$ cat src/pcpr_regs.vh
`ifndef PCPR_REGS_VH
`define PCPR_REGS_VH

// byte offsets of the capability words
`define PCPR_OFF_HDR 8'hc0
`define PCPR_OFF_DEVCAP 8'hc4
`define PCPR_OFF_DEVCTL 8'hc8
`define PCPR_OFF_LNKCAP 8'hcc

// capability header fields
`define PCPR_CAP_ID 8'h10
`define PCPR_NEXT_PTR 8'h00
`define PCPR_CAP_VER 4'h2
`define PCPR_TYPE_UP 4'h5
`define PCPR_TYPE_DN 4'h6
`define PCPR_SLOT_UP_RST 1'b0
`define PCPR_SLOT_DN_RST 1'b1
`define PCPR_INT_MSG_NUM 5'h00

// payload size encodings
`define PCPR_MPS_128 3'h0
`define PCPR_MPS_256 3'h1
`define PCPR_MPS_512 3'h2

// device capabilities fields
`define PCPR_PHANTOM_SUP 2'h0
`define PCPR_EXT_TAG_SUP 1'b0
`define PCPR_L0S_ACC_LAT 3'h0
`define PCPR_L1_ACC_LAT 3'h0
`define PCPR_RBER_RST 1'b1
`define PCPR_SPL_VAL_RST 8'h00
`define PCPR_SPL_SCL_RST 2'h0

// device control and status bit positions and fixed values
`define PCPR_CTL_MPS_LSB 5
`define PCPR_CTL_AUXPM_BIT 10
`define PCPR_STS_ERR_LSB 16
`define PCPR_MRRS 3'h0
`define PCPR_AUX_DET_RST 1'b1
`define PCPR_TRANS_PEND 1'b0

// link capabilities fields
`define PCPR_SPEED_2G5 4'h1
`define PCPR_SPEED_5G 4'h2
`define PCPR_WIDTH_X4 6'h04
`define PCPR_WIDTH_X1 6'h01
`define PCPR_ASPM_RST 2'h0
`define PCPR_L0S_EXIT_RST 3'h3
`define PCPR_L1_EXIT_RST 3'h0
`define PCPR_CLKPM_UP_RST 1'b1
`define PCPR_CLKPM_DN 1'b0

`endif

$ cat src/pcpr_port_caps.v
// Functional notes
// - capability id 10h, next pointer 00h
// - capability version reads 2h
// - port type 0101b upstream, 0110b downstream
// - slot implemented by port, loader may replace
// - interrupt message number reads zero
// - supported payload from strap, 001b or 010b
// - phantom and extended tag support read zero
// - endpoint acceptable latencies read 000b
// - role based error reporting resets 1, loadable
// - upstream captures slot power limit message
// - four error reporting enables, read-write, reset 0
// - relaxed ordering and no snoop read 0
// - max payload write clamped to supported value
// - extended tag and phantom enables read 0
// - aux power pm enable read-write, reset 0
// - max read request size hardwired 000b
// - error detected bits sticky, write one clears
// - aux power detected resets 1, pending 0
// - max link speed resets to 5.0 Gb/s
// - link width x4 upstream wide, else x1
// - L0s exit 011b, ASPM 00b, loadable
// - L1 exit 000b; clock pm by port
//
// Register access over Avalon-MM was chosen for this implementation.
`timescale 1ns/100ps
`include "pcpr_regs.vh"

module pcpr_port_caps #(
  parameter ADDR_W = 8
) (
  // clock and reset
  input wire CLK_I,
  input wire RST_N_I,
  // avalon-mm slave
  input wire [ADDR_W-1:0] AVS_ADDRESS_I,
  input wire AVS_READ_I,
  input wire AVS_WRITE_I,
  input wire [31:0] AVS_WRITEDATA_I,
  input wire [3:0] AVS_BYTEENABLE_I,
  output wire [31:0] AVS_READDATA_O,
  output wire AVS_WAITREQUEST_O,
  // straps, sampled once after reset release
  input wire UPSTREAM_PORT_I,
  input wire PAYLOAD_SIZE_STRAP_I,
  input wire WIDE_UPSTREAM_I,
  // sideband default loader
  input wire LOAD_VALID_I,
  input wire LOAD_SLOT_IMPL_I,
  input wire [2:0] LOAD_MPS_SUP_I,
  input wire LOAD_RBER_I,
  input wire [1:0] LOAD_ASPM_I,
  input wire [2:0] LOAD_L0S_EXIT_I,
  input wire [2:0] LOAD_L1_EXIT_I,
  input wire LOAD_CLKPM_I,
  // received slot power limit message
  input wire SPL_MSG_VALID_I,
  input wire [7:0] SPL_MSG_VALUE_I,
  input wire [1:0] SPL_MSG_SCALE_I,
  // detected error events, one cycle each, then aux power present level
  input wire ERR_COR_I,
  input wire ERR_NONFATAL_I,
  input wire ERR_FATAL_I,
  input wire ERR_UNSUP_REQ_I,
  input wire AUX_POWER_PRESENT_I,
  // control towards the port logic
  output wire [3:0] ERR_REPORT_EN_O,
  output wire [2:0] MAX_PAYLOAD_O,
  output wire AUX_PM_EN_O
);

  // word indices of the mapped registers; address bits 1:0 pick no lane
  localparam [7:0] off_hdr = `PCPR_OFF_HDR;
  localparam [7:0] off_devcap = `PCPR_OFF_DEVCAP;
  localparam [7:0] off_devctl = `PCPR_OFF_DEVCTL;
  localparam [7:0] off_lnkcap = `PCPR_OFF_LNKCAP;
  localparam [5:0] word_hdr = off_hdr[7:2];
  localparam [5:0] word_devcap = off_devcap[7:2];
  localparam [5:0] word_devctl = off_devctl[7:2];
  localparam [5:0] word_lnkcap = off_lnkcap[7:2];

  // bus handshake
  reg wait_ff;
  reg nxt_wait;
  reg [31:0] rdata_ff;
  reg [31:0] nxt_rdata;

  // strap capture
  reg init_done_ff;
  reg upstream_ff;

  // strap and loadable defaults
  reg [3:0] port_type_ff;
  reg slot_impl_ff;
  reg [2:0] mps_sup_ff;
  reg rber_ff;
  reg [5:0] width_ff;
  reg [1:0] aspm_ff;
  reg [2:0] l0s_exit_ff;
  reg [2:0] l1_exit_ff;
  reg clkpm_ff;

  // captured slot power limit
  reg [7:0] spl_val_ff;
  reg [1:0] spl_scl_ff;

  // device control and status
  reg [3:0] err_en_ff;
  reg [3:0] nxt_err_en;
  reg [2:0] mps_ff;
  reg [2:0] nxt_mps;
  reg aux_pm_ff;
  reg nxt_aux_pm;
  reg aux_det_ff;

  wire [5:0] word_sel;
  wire do_write;
  wire sel_devctl;
  wire wr_lane_lo;
  wire wr_lane_aux;
  wire wr_lane_sts;
  wire [3:0] sts_clr;
  wire [3:0] err_sts;
  wire [3:0] err_evt;
  wire [31:0] hdr_word;
  wire [31:0] devcap_word;
  wire [31:0] devctl_word;
  wire [31:0] lnkcap_word;
  wire [2:0] wr_mps;

  assign word_sel = AVS_ADDRESS_I[7:2];
  // a write lands only on the edge where the master sees waitrequest low
  assign do_write = AVS_WRITE_I & ~wait_ff;
  assign err_evt = {ERR_UNSUP_REQ_I, ERR_FATAL_I, ERR_NONFATAL_I, ERR_COR_I};
  assign wr_mps = AVS_WRITEDATA_I[7:5];
  assign sel_devctl = (word_sel == word_devctl);
  assign wr_lane_lo = do_write & sel_devctl & AVS_BYTEENABLE_I[0];
  assign wr_lane_aux = do_write & sel_devctl & AVS_BYTEENABLE_I[1];
  assign wr_lane_sts = do_write & sel_devctl & AVS_BYTEENABLE_I[2];
  assign sts_clr = wr_lane_sts ?
                   AVS_WRITEDATA_I[`PCPR_STS_ERR_LSB+3:`PCPR_STS_ERR_LSB] : 4'h0;

  assign hdr_word = {2'h0,
                     `PCPR_INT_MSG_NUM,
                     slot_impl_ff,
                     port_type_ff,
                     `PCPR_CAP_VER,
                     `PCPR_NEXT_PTR,
                     `PCPR_CAP_ID};

  assign devcap_word = {4'h0,
                        spl_scl_ff,
                        spl_val_ff,
                        2'h0,
                        rber_ff,
                        3'h0,
                        `PCPR_L1_ACC_LAT,
                        `PCPR_L0S_ACC_LAT,
                        `PCPR_EXT_TAG_SUP,
                        `PCPR_PHANTOM_SUP,
                        mps_sup_ff};

  assign devctl_word = {10'h000,
                        `PCPR_TRANS_PEND,
                        aux_det_ff,
                        err_sts,
                        1'b0,
                        `PCPR_MRRS,
                        1'b0,
                        aux_pm_ff,
                        2'h0,
                        mps_ff,
                        1'b0,
                        err_en_ff};

  // bits above clock pm are outside this bank and read zero
  assign lnkcap_word = {13'h0000,
                        clkpm_ff,
                        l1_exit_ff,
                        l0s_exit_ff,
                        aspm_ff,
                        width_ff,
                        `PCPR_SPEED_5G};

  // one wait cycle, then one answer cycle; unmapped words read zero
  always @* begin
    nxt_wait = 1'b1;
    nxt_rdata = rdata_ff;
    if ((AVS_READ_I | AVS_WRITE_I) & wait_ff) begin
      nxt_wait = 1'b0;
      nxt_rdata = 32'h00000000;
      if (AVS_READ_I) begin
        case (word_sel)
          word_hdr: nxt_rdata = hdr_word;
          word_devcap: nxt_rdata = devcap_word;
          word_devctl: nxt_rdata = devctl_word;
          word_lnkcap: nxt_rdata = lnkcap_word;
          default: nxt_rdata = 32'h00000000;
        endcase
      end
    end
  end

  // device control fields; read-only and reserved lanes take nothing
  always @* begin
    nxt_err_en = err_en_ff;
    nxt_mps = mps_ff;
    nxt_aux_pm = aux_pm_ff;
    if (wr_lane_lo) begin
      nxt_err_en = AVS_WRITEDATA_I[3:0];
      if (wr_mps > mps_sup_ff) begin
        nxt_mps = mps_sup_ff;
      end else begin
        nxt_mps = wr_mps;
      end
    end
    if (wr_lane_aux) begin
      nxt_aux_pm = AVS_WRITEDATA_I[`PCPR_CTL_AUXPM_BIT];
    end
    // a lowered supported size must not leave a larger setting behind
    if (nxt_mps > mps_sup_ff) begin
      nxt_mps = mps_sup_ff;
    end
  end

  // error detected flags log whatever the enables say
  pcpr_sticky_flag #(
    .RST_VAL(1'b0)
  ) u_sts_cor (
    .clk_i(CLK_I),
    .rst_n_i(RST_N_I),
    .set_i(err_evt[0]),
    .clr_i(sts_clr[0]),
    .flag_o(err_sts[0])
  );

  pcpr_sticky_flag #(
    .RST_VAL(1'b0)
  ) u_sts_nonfatal (
    .clk_i(CLK_I),
    .rst_n_i(RST_N_I),
    .set_i(err_evt[1]),
    .clr_i(sts_clr[1]),
    .flag_o(err_sts[1])
  );

  pcpr_sticky_flag #(
    .RST_VAL(1'b0)
  ) u_sts_fatal (
    .clk_i(CLK_I),
    .rst_n_i(RST_N_I),
    .set_i(err_evt[2]),
    .clr_i(sts_clr[2]),
    .flag_o(err_sts[2])
  );

  pcpr_sticky_flag #(
    .RST_VAL(1'b0)
  ) u_sts_unsup (
    .clk_i(CLK_I),
    .rst_n_i(RST_N_I),
    .set_i(err_evt[3]),
    .clr_i(sts_clr[3]),
    .flag_o(err_sts[3])
  );

  // bus answer registers
  always @(posedge CLK_I or negedge RST_N_I) begin
    if (!RST_N_I) begin
      wait_ff <= 1'b1;
      rdata_ff <= 32'h00000000;
    end else begin
      wait_ff <= nxt_wait;
      rdata_ff <= nxt_rdata;
    end
  end

  // software-owned control fields
  always @(posedge CLK_I or negedge RST_N_I) begin
    if (!RST_N_I) begin
      err_en_ff <= 4'h0;
      mps_ff <= `PCPR_MPS_128;
      aux_pm_ff <= 1'b0;
    end else begin
      err_en_ff <= nxt_err_en;
      mps_ff <= nxt_mps;
      aux_pm_ff <= nxt_aux_pm;
    end
  end

  // aux power status lags its input by one edge and skips the init edge
  always @(posedge CLK_I or negedge RST_N_I) begin
    if (!RST_N_I) begin
      aux_det_ff <= `PCPR_AUX_DET_RST;
    end else if (init_done_ff) begin
      aux_det_ff <= AUX_POWER_PRESENT_I;
    end
  end

  // straps are caught on the first edge after release, never under reset
  always @(posedge CLK_I or negedge RST_N_I) begin
    if (!RST_N_I) begin
      init_done_ff <= 1'b0;
      upstream_ff <= 1'b1;
      port_type_ff <= `PCPR_TYPE_UP;
      slot_impl_ff <= `PCPR_SLOT_UP_RST;
      mps_sup_ff <= `PCPR_MPS_256;
      rber_ff <= `PCPR_RBER_RST;
      width_ff <= `PCPR_WIDTH_X1;
      aspm_ff <= `PCPR_ASPM_RST;
      l0s_exit_ff <= `PCPR_L0S_EXIT_RST;
      l1_exit_ff <= `PCPR_L1_EXIT_RST;
      clkpm_ff <= `PCPR_CLKPM_UP_RST;
    end else if (!init_done_ff) begin
      init_done_ff <= 1'b1;
      upstream_ff <= UPSTREAM_PORT_I;
      port_type_ff <= UPSTREAM_PORT_I ? `PCPR_TYPE_UP : `PCPR_TYPE_DN;
      slot_impl_ff <= UPSTREAM_PORT_I ? `PCPR_SLOT_UP_RST : `PCPR_SLOT_DN_RST;
      mps_sup_ff <= PAYLOAD_SIZE_STRAP_I ? `PCPR_MPS_512 : `PCPR_MPS_256;
      width_ff <= (UPSTREAM_PORT_I & WIDE_UPSTREAM_I) ? `PCPR_WIDTH_X4 : `PCPR_WIDTH_X1;
      clkpm_ff <= UPSTREAM_PORT_I ? `PCPR_CLKPM_UP_RST : `PCPR_CLKPM_DN;
    end else if (LOAD_VALID_I) begin
      slot_impl_ff <= LOAD_SLOT_IMPL_I;
      // only the three documented encodings are accepted
      if (LOAD_MPS_SUP_I <= `PCPR_MPS_512) begin
        mps_sup_ff <= LOAD_MPS_SUP_I;
      end
      rber_ff <= LOAD_RBER_I;
      aspm_ff <= LOAD_ASPM_I;
      l0s_exit_ff <= LOAD_L0S_EXIT_I;
      l1_exit_ff <= LOAD_L1_EXIT_I;
      clkpm_ff <= upstream_ff & LOAD_CLKPM_I;
    end
  end

  // slot power limit is meaningful only on the upstream port
  always @(posedge CLK_I or negedge RST_N_I) begin
    if (!RST_N_I) begin
      spl_val_ff <= `PCPR_SPL_VAL_RST;
      spl_scl_ff <= `PCPR_SPL_SCL_RST;
    end else if (SPL_MSG_VALID_I && upstream_ff && init_done_ff) begin
      spl_val_ff <= SPL_MSG_VALUE_I;
      spl_scl_ff <= SPL_MSG_SCALE_I;
    end
  end

  assign AVS_READDATA_O = rdata_ff;
  assign AVS_WAITREQUEST_O = wait_ff;
  assign ERR_REPORT_EN_O = err_en_ff;
  assign MAX_PAYLOAD_O = mps_ff;
  assign AUX_PM_EN_O = aux_pm_ff;

endmodule

// one status flag: a hardware set beats a software clear in the same cycle
module pcpr_sticky_flag #(
  parameter RST_VAL = 1'b0
) (
  input wire clk_i,
  input wire rst_n_i,
  input wire set_i,
  input wire clr_i,
  output wire flag_o
);

  reg flag_ff;
  reg nxt_flag;

  always @* begin
    nxt_flag = flag_ff;
    if (clr_i) begin
      nxt_flag = 1'b0;
    end
    if (set_i) begin
      nxt_flag = 1'b1;
    end
  end

  always @(posedge clk_i or negedge rst_n_i) begin
    if (!rst_n_i) begin
      flag_ff <= RST_VAL;
    end else begin
      flag_ff <= nxt_flag;
    end
  end

  assign flag_o = flag_ff;

endmodule

$ cat config.mk
export PLATFORM = sky130hd
export DESIGN_NAME = pcpr_port_caps
export DESIGN_NICKNAME = d
export VERILOG_FILES = /design/src/pcpr_port_caps.v
export VERILOG_INCLUDE_DIRS = /design/src
export SDC_FILE = /design/constraint.sdc
export NUM_CORES = 1
export LEC_CHECK = 0
export BUFFER_PORTS_ARGS = -buffer_cell sky130_fd_sc_hd__clkbuf_2
export CAP_MARGIN = 25
export CORE_UTILIZATION = 40
export CTS_CLUSTER_DIAMETER = 60
export DETAILED_ROUTE_END_ITERATION = 16
export PLACE_DENSITY = 0.67
export SETUP_SLACK_MARGIN = 0.3
export SLEW_MARGIN = 5
export SYNTH_ARGS = -nofsm -noshare
export SYNTH_HDL_FRONTEND = slang
export SYNTH_SLANG_ARGS = --single-unit
$ cat constraint.sdc
create_clock -name CLK_I -period 4.2 [get_ports CLK_I]
set_clock_uncertainty 0.2 [all_clocks]
set_input_delay 0.42 -clock CLK_I [delete_from_list [all_inputs] [get_ports CLK_I]]
set_output_delay 0.42 -clock CLK_I [all_outputs]
set_load 0.005 [all_outputs]
# Word level (Yosys, flattened, before mapping)
# Cells that the tools add are included.
# totals
register_bits	82
latch_bits	0
ramBits	0
rom_bits	0
input_bits	82
output_inout_bits	41
word_cells	77
memories	0
# classes
add_sub_neg	0
multipliers	0
div_mod_pow	0
order_cmp	3
eq_ne	6
shift	0
mux	27
n_bitwise	10
reduce_logical	8
# op_table
operator	n
28-bit case mux with 4 select lines	1
32-bit 2-to-1 mux	1
6-bit equality test, second input constant	4
3-bit 2-to-1 mux	7
1-bit 2-to-1 mux	15
1-bit AND	8
2-bit nonzero test	4
3-bit > comparator	2
2-bit 2-to-1 mux	2
4-bit 2-to-1 mux	1
2-bit AND reduction	2
3-bit by 2-bit less-or-equal comparator with 1-bit output, second input constant	1
1-bit logical AND	2
2-bit by 1-bit != test with 1-bit output, second input constant	1
2-bit != test, second input constant	1
1-bit inverter	1
1-bit OR	1

# Longest topological paths before layout
# logic_depth
ltp_word	7
mapped_depth	13
mapped_depth_nobuf	13

# Hierarchy
# From an unflattened synthesis, not the netlist that was laid out.
# hier_totals
cells_unflattened	284
hier_area_um2	3171.8
# by_module_without_submodules
mod	n_inst	cells_per_inst	area_per_inst_um2	seq_area_each_um2
pcpr_port_caps	1	272	3026.7	1637.8
pcpr_sticky_flag	4	3	36.3	25.0

# Least setup slack after synthesis
# No wires, ideal clock.
# synth_timing
kind	input to register
startpoint	input port AVS_WRITEDATA_I[7]
endpoint	register mps_ff[0], in the netlist MAX_PAYLOAD_O[0]
setup_time_ps	121
t_arrival_ps	2387
required_ps	3879
path_slack_ps	1491
cell_stages	11
path_buffers	0
path_cell_list	ha_1 -> and3b_1 -> or2_2 -> nor2_1 -> a21o_1 -> a21oi_1 -> ha_1 -> o21ai_0 -> a32oi_1 -> a21oi_1 -> o22a_1
# synth_via
elab_chain_len	5
# synth_rtl
element	line	source
start, declared	pcpr_port_caps.v:39	input wire [31:0] AVS_WRITEDATA_I,
3-bit > comparator	pcpr_port_caps.v:211	if (wr_mps > mps_sup_ff) begin
3-bit 2-to-1 mux (*)	pcpr_port_caps.v:211	
3-bit 2-to-1 mux (*)	pcpr_port_caps.v:209	if (wr_lane_lo) begin
3-bit > comparator	pcpr_port_caps.v:221	if (nxt_mps > mps_sup_ff) begin
3-bit 2-to-1 mux (*)	pcpr_port_caps.v:221	
named net nxt_mps[0]	pcpr_port_caps.v:111	reg [2:0] nxt_mps;
end signal, assigned	pcpr_port_caps.v:282	mps_ff <= `PCPR_MPS_128;
end signal, assigned	pcpr_port_caps.v:286	mps_ff <= nxt_mps;
end, declared	pcpr_port_caps.v:110	reg [2:0] mps_ff;
# Mark *: on every way through the listed nets, which the timed path passes. The rest lies on a longest branch.
# A chain may end at the register's enable or synchronous reset.

# Worst setup path in the final report
# layout_timing
startpoint	register mps_sup_ff[2]
endpoint	register mps_ff[0], in the netlist MAX_PAYLOAD_O[0]
# layout_via
elab_chain_len	5
# layout_rtl
element	line	source
start, declared	pcpr_port_caps.v:95	reg [2:0] mps_sup_ff;
start signal, assigned	pcpr_port_caps.v:307	mps_sup_ff <= `PCPR_MPS_256;
start signal, assigned	pcpr_port_caps.v:319	mps_sup_ff <= PAYLOAD_SIZE_STRAP_I ? `PCPR_MPS_512 : `PCPR_MPS_256;
3-bit > comparator	pcpr_port_caps.v:211	
3-bit 2-to-1 mux	pcpr_port_caps.v:211	
3-bit 2-to-1 mux	pcpr_port_caps.v:209	
3-bit > comparator	pcpr_port_caps.v:221	
3-bit 2-to-1 mux (*)	pcpr_port_caps.v:221	
named net nxt_mps[0]	pcpr_port_caps.v:111	
# Marks and branches as above.

==> metrics.csv <==
metric,value,unit
fin_crit_sh,0.731,
clk_pin_slew,0.07,ns
yosysUniqueCellTypes,37,
syn2layout_area_growth,26.5,%
drt-initial-drc-count,82,
avgSynthCellArea,11.5,sq um
syn_inst,272,
setup_viol,0,
synthTopCellsByCount,"dfrtp_1, nand2_1, mux2_2",
crit_fanout,5,
htreeDepth,3,
slowest_stage,dfrtp_1,
first_global_vias,2220,
p_per_area,437,nW/um^2
drive_gt1_frac,0.396,
drt-pass1-iter-count,4,
chipHeight,90.3,um
boundaryPins,123,
synth_top_area_frac,0.481,
switching_share,0.255,
grt_max_degree,45,
yosys.area.top_type,dfrtp_1,
ctsRootBufferMaster,clkbuf_8,
yosysMostFrequentCell,dfrtp_1,
vdd_ir_drop_max,0.162,mV
setup_tns,0,ns
rows,31,
track_usage,0.182,
drv_slew,0,
gp_congestion,0.769,
async_flop_share,1.00,
p_int,1.28,mW
synth_enable_flop_cells,0,
coreArea,7410,sq um
dieArea,8160,sq um
drc,0,
fin_util,0.533,
clkPwrFrac,0.376,
rrSetupSlack,1.13,ns
p_total,1.73,mW
overflow,0,
multiInputGateArea,1290,sq um
antenna_found_initial,0,
cts_max_path_buffers,2,
post_drt_wl_per_cell,15.0,um
outcome,"finished, final reports clean",
critical_path_class,reg2reg,
rsz0062_at_grt,false,
nets,459,
n_fill_cell,691,
worst_ep_required_time,4.23,ns
min_period,3.07,ns
leakage,1.96,nW
antenna_cells,0,
ys_ff_latch,69,
via_per_inst,5.00,
p_switching,0.441,mW
cts_num_sinks,69,
maxCapViolations,0,
portBuffers,93,
slew_headroom,0.526,
final_hold_viol_count,0,
pwr-share-seq,0.455,
vias,2373,
routed_wl,7130,um
worstPathCellList,inv_1 -> ha_1 -> and3b_1 -> o21a_1 -> mux2i_1 -> a21oi_1 -> ha_1 -> nor2b_1 -> o21ai_0 -> a32oi_1 -> a21oi_1 -> o22a_1,
initial_core_util,0.421,
fmax,326,MHz
numCtsBuffers,9,
syn_area,3120,sq um
max_stage_delay,0.43,ns
yosysWarnings,0,
critical_path_arrival,3.10,ns
insertion_delay,0.34,ns
grt_pass1_wl,11300,um
dpl.hpwl,5380,um
die_w,90.3,um
seq_area,1740,sq um
worst_pin_slew,0.704,ns
cp-end-kind,register,
antenna_left,0,
seq_area_frac_synth,0.557,
hp-class,in2reg,
cts_tree,yes,
synthFlopType,dfrtp_1,
netlist_top_cells_area,"dfrtp_1, mux2_2, dfstp_2",
combPwrFrac,0.169,
crit_path_start_kind,register,
[power groups by stage]
stage | Clock (mW) | Combinational [mW] | Sequential, mW
6_report | 0.649 | 0.291 | 0.785
5_1_grt | 0.694 | 0.329 | 0.793
4_1_cts | 0.662 | 0.293 | 0.784
3_5_place_dp | 0 | 0.292 | 0.797
3_3_place_gp | 0 | 0.280 | 0.794
2_1_floorplan | 0 | 0.191 | 0.783
[layout by cell type (no fill, tap or decap), types with 2 or more instances in the layout]
cell type	n
clkbuf_2	92
dfrtp_1	60
nand2_1	39
mux2_2	22
o21ai_0	16
mux2i_1	13
nor2_1	11
a21oi_1	11
a22o_1	10
dfstp_2	9
clkbuf_8	9
a21o_1	8
inv_1	7
conb_1	7
ha_1	6
nand3_1	5
nor2b_1	5
o22a_1	5
nand2b_1	4
a22oi_1	4
a32o_1	3
bufinv_16	3
buf_4	3
nor3_1	2
and3_1	2
clkinv_4	2
[worst paths after layout]
| path | start | to | depth (start not counted) |
|---|---|---|---|
| max in group asynchronous | RST_N_I | ERR_REPORT_EN_O[1] | 4 |
| min | PAYLOAD_SIZE_STRAP_I | mps_sup_ff[0] | 2 |
| min in group asynchronous | RST_N_I | AVS_READDATA_O[12] | 2 |
| max reg2reg | mps_sup_ff[2] | MAX_PAYLOAD_O[0] | 12 |
| max | mps_sup_ff[2] | MAX_PAYLOAD_O[0] | 12 |
| min reg2reg | port_type_ff[1] | port_type_ff[1] | 1 |
[metal layers]
layer  track usage  wire, um  vias up  share of wire
li1              -         -     1153              -
met3        0.0429       297       13          0.042
met1         0.254      3360     1136           0.47
met2         0.270      3310       71           0.46
met5             0         0        -              0
met4        0.0806       165        0          0.023
[what timing repair did]
action                                 in CTS  in global routing
resized for setup                           0                  0
setup buffers                               0                  0
endpoints found under the hold margin       0                 36
hold buffers                                0                  1
[registers in the layout (all words and copies together), names as in the netlist, 2 cells and up]
name and flops:
l1_exit_ff 3, aspm_ff 2, spl_scl_ff 2, ERR_REPORT_EN_O 4, AVS_READDATA_O 26, l0s_exit_ff 3, mps_sup_ff 3, width_ff 2
port_type_ff 2, MAX_PAYLOAD_O 3, spl_val_ff 8
[area by class of cell]
class	instances	share of cell area
clock inverters	6	0.0285
well taps	99	0.0314
multi-input cells	185	0.326
inverters	7	0.00666
clock buffers	10	0.0323
flip-flops and latches	69	0.440
repair buffers	99	0.135
[stage by stage]
stage | cell area [sq um] | hold WS (ns) | setup WS [ns] | instances
after floorplan | 3140 | -0.0756 | 1.49 | 277
after global placement | 3660 | 0.263 | 1.13 | 456
after detailed placement | 3680 | 0.273 | 1.11 | 457
after CTS | 3920 | 0.0170 | 1.15 | 473
after global routing | 3950 | 0.0415 | 0.872 | 475
final | 3950 | 0.0327 | 1.13 | 475
[critical path, delay by kind of cell, from the launching register on]
kind	cells	cell delay, ns
flops	1	0.43
mux	1	0.20
simple gates	2	0.30
buf+inv	1	0.10
compound gates	6	1.09
fa+ha+maj	2	0.63
[cell families after synthesis]
group	share of synthesized area
muxes	0.121
other	0.00241
and+or+nand+nor	0.120
DFF	0.557
adders and majority gates	0.0241
AOI/OAI and AO/OA	0.138
buffers and inverters	0.0381
(Power assumes the default switching activity.)
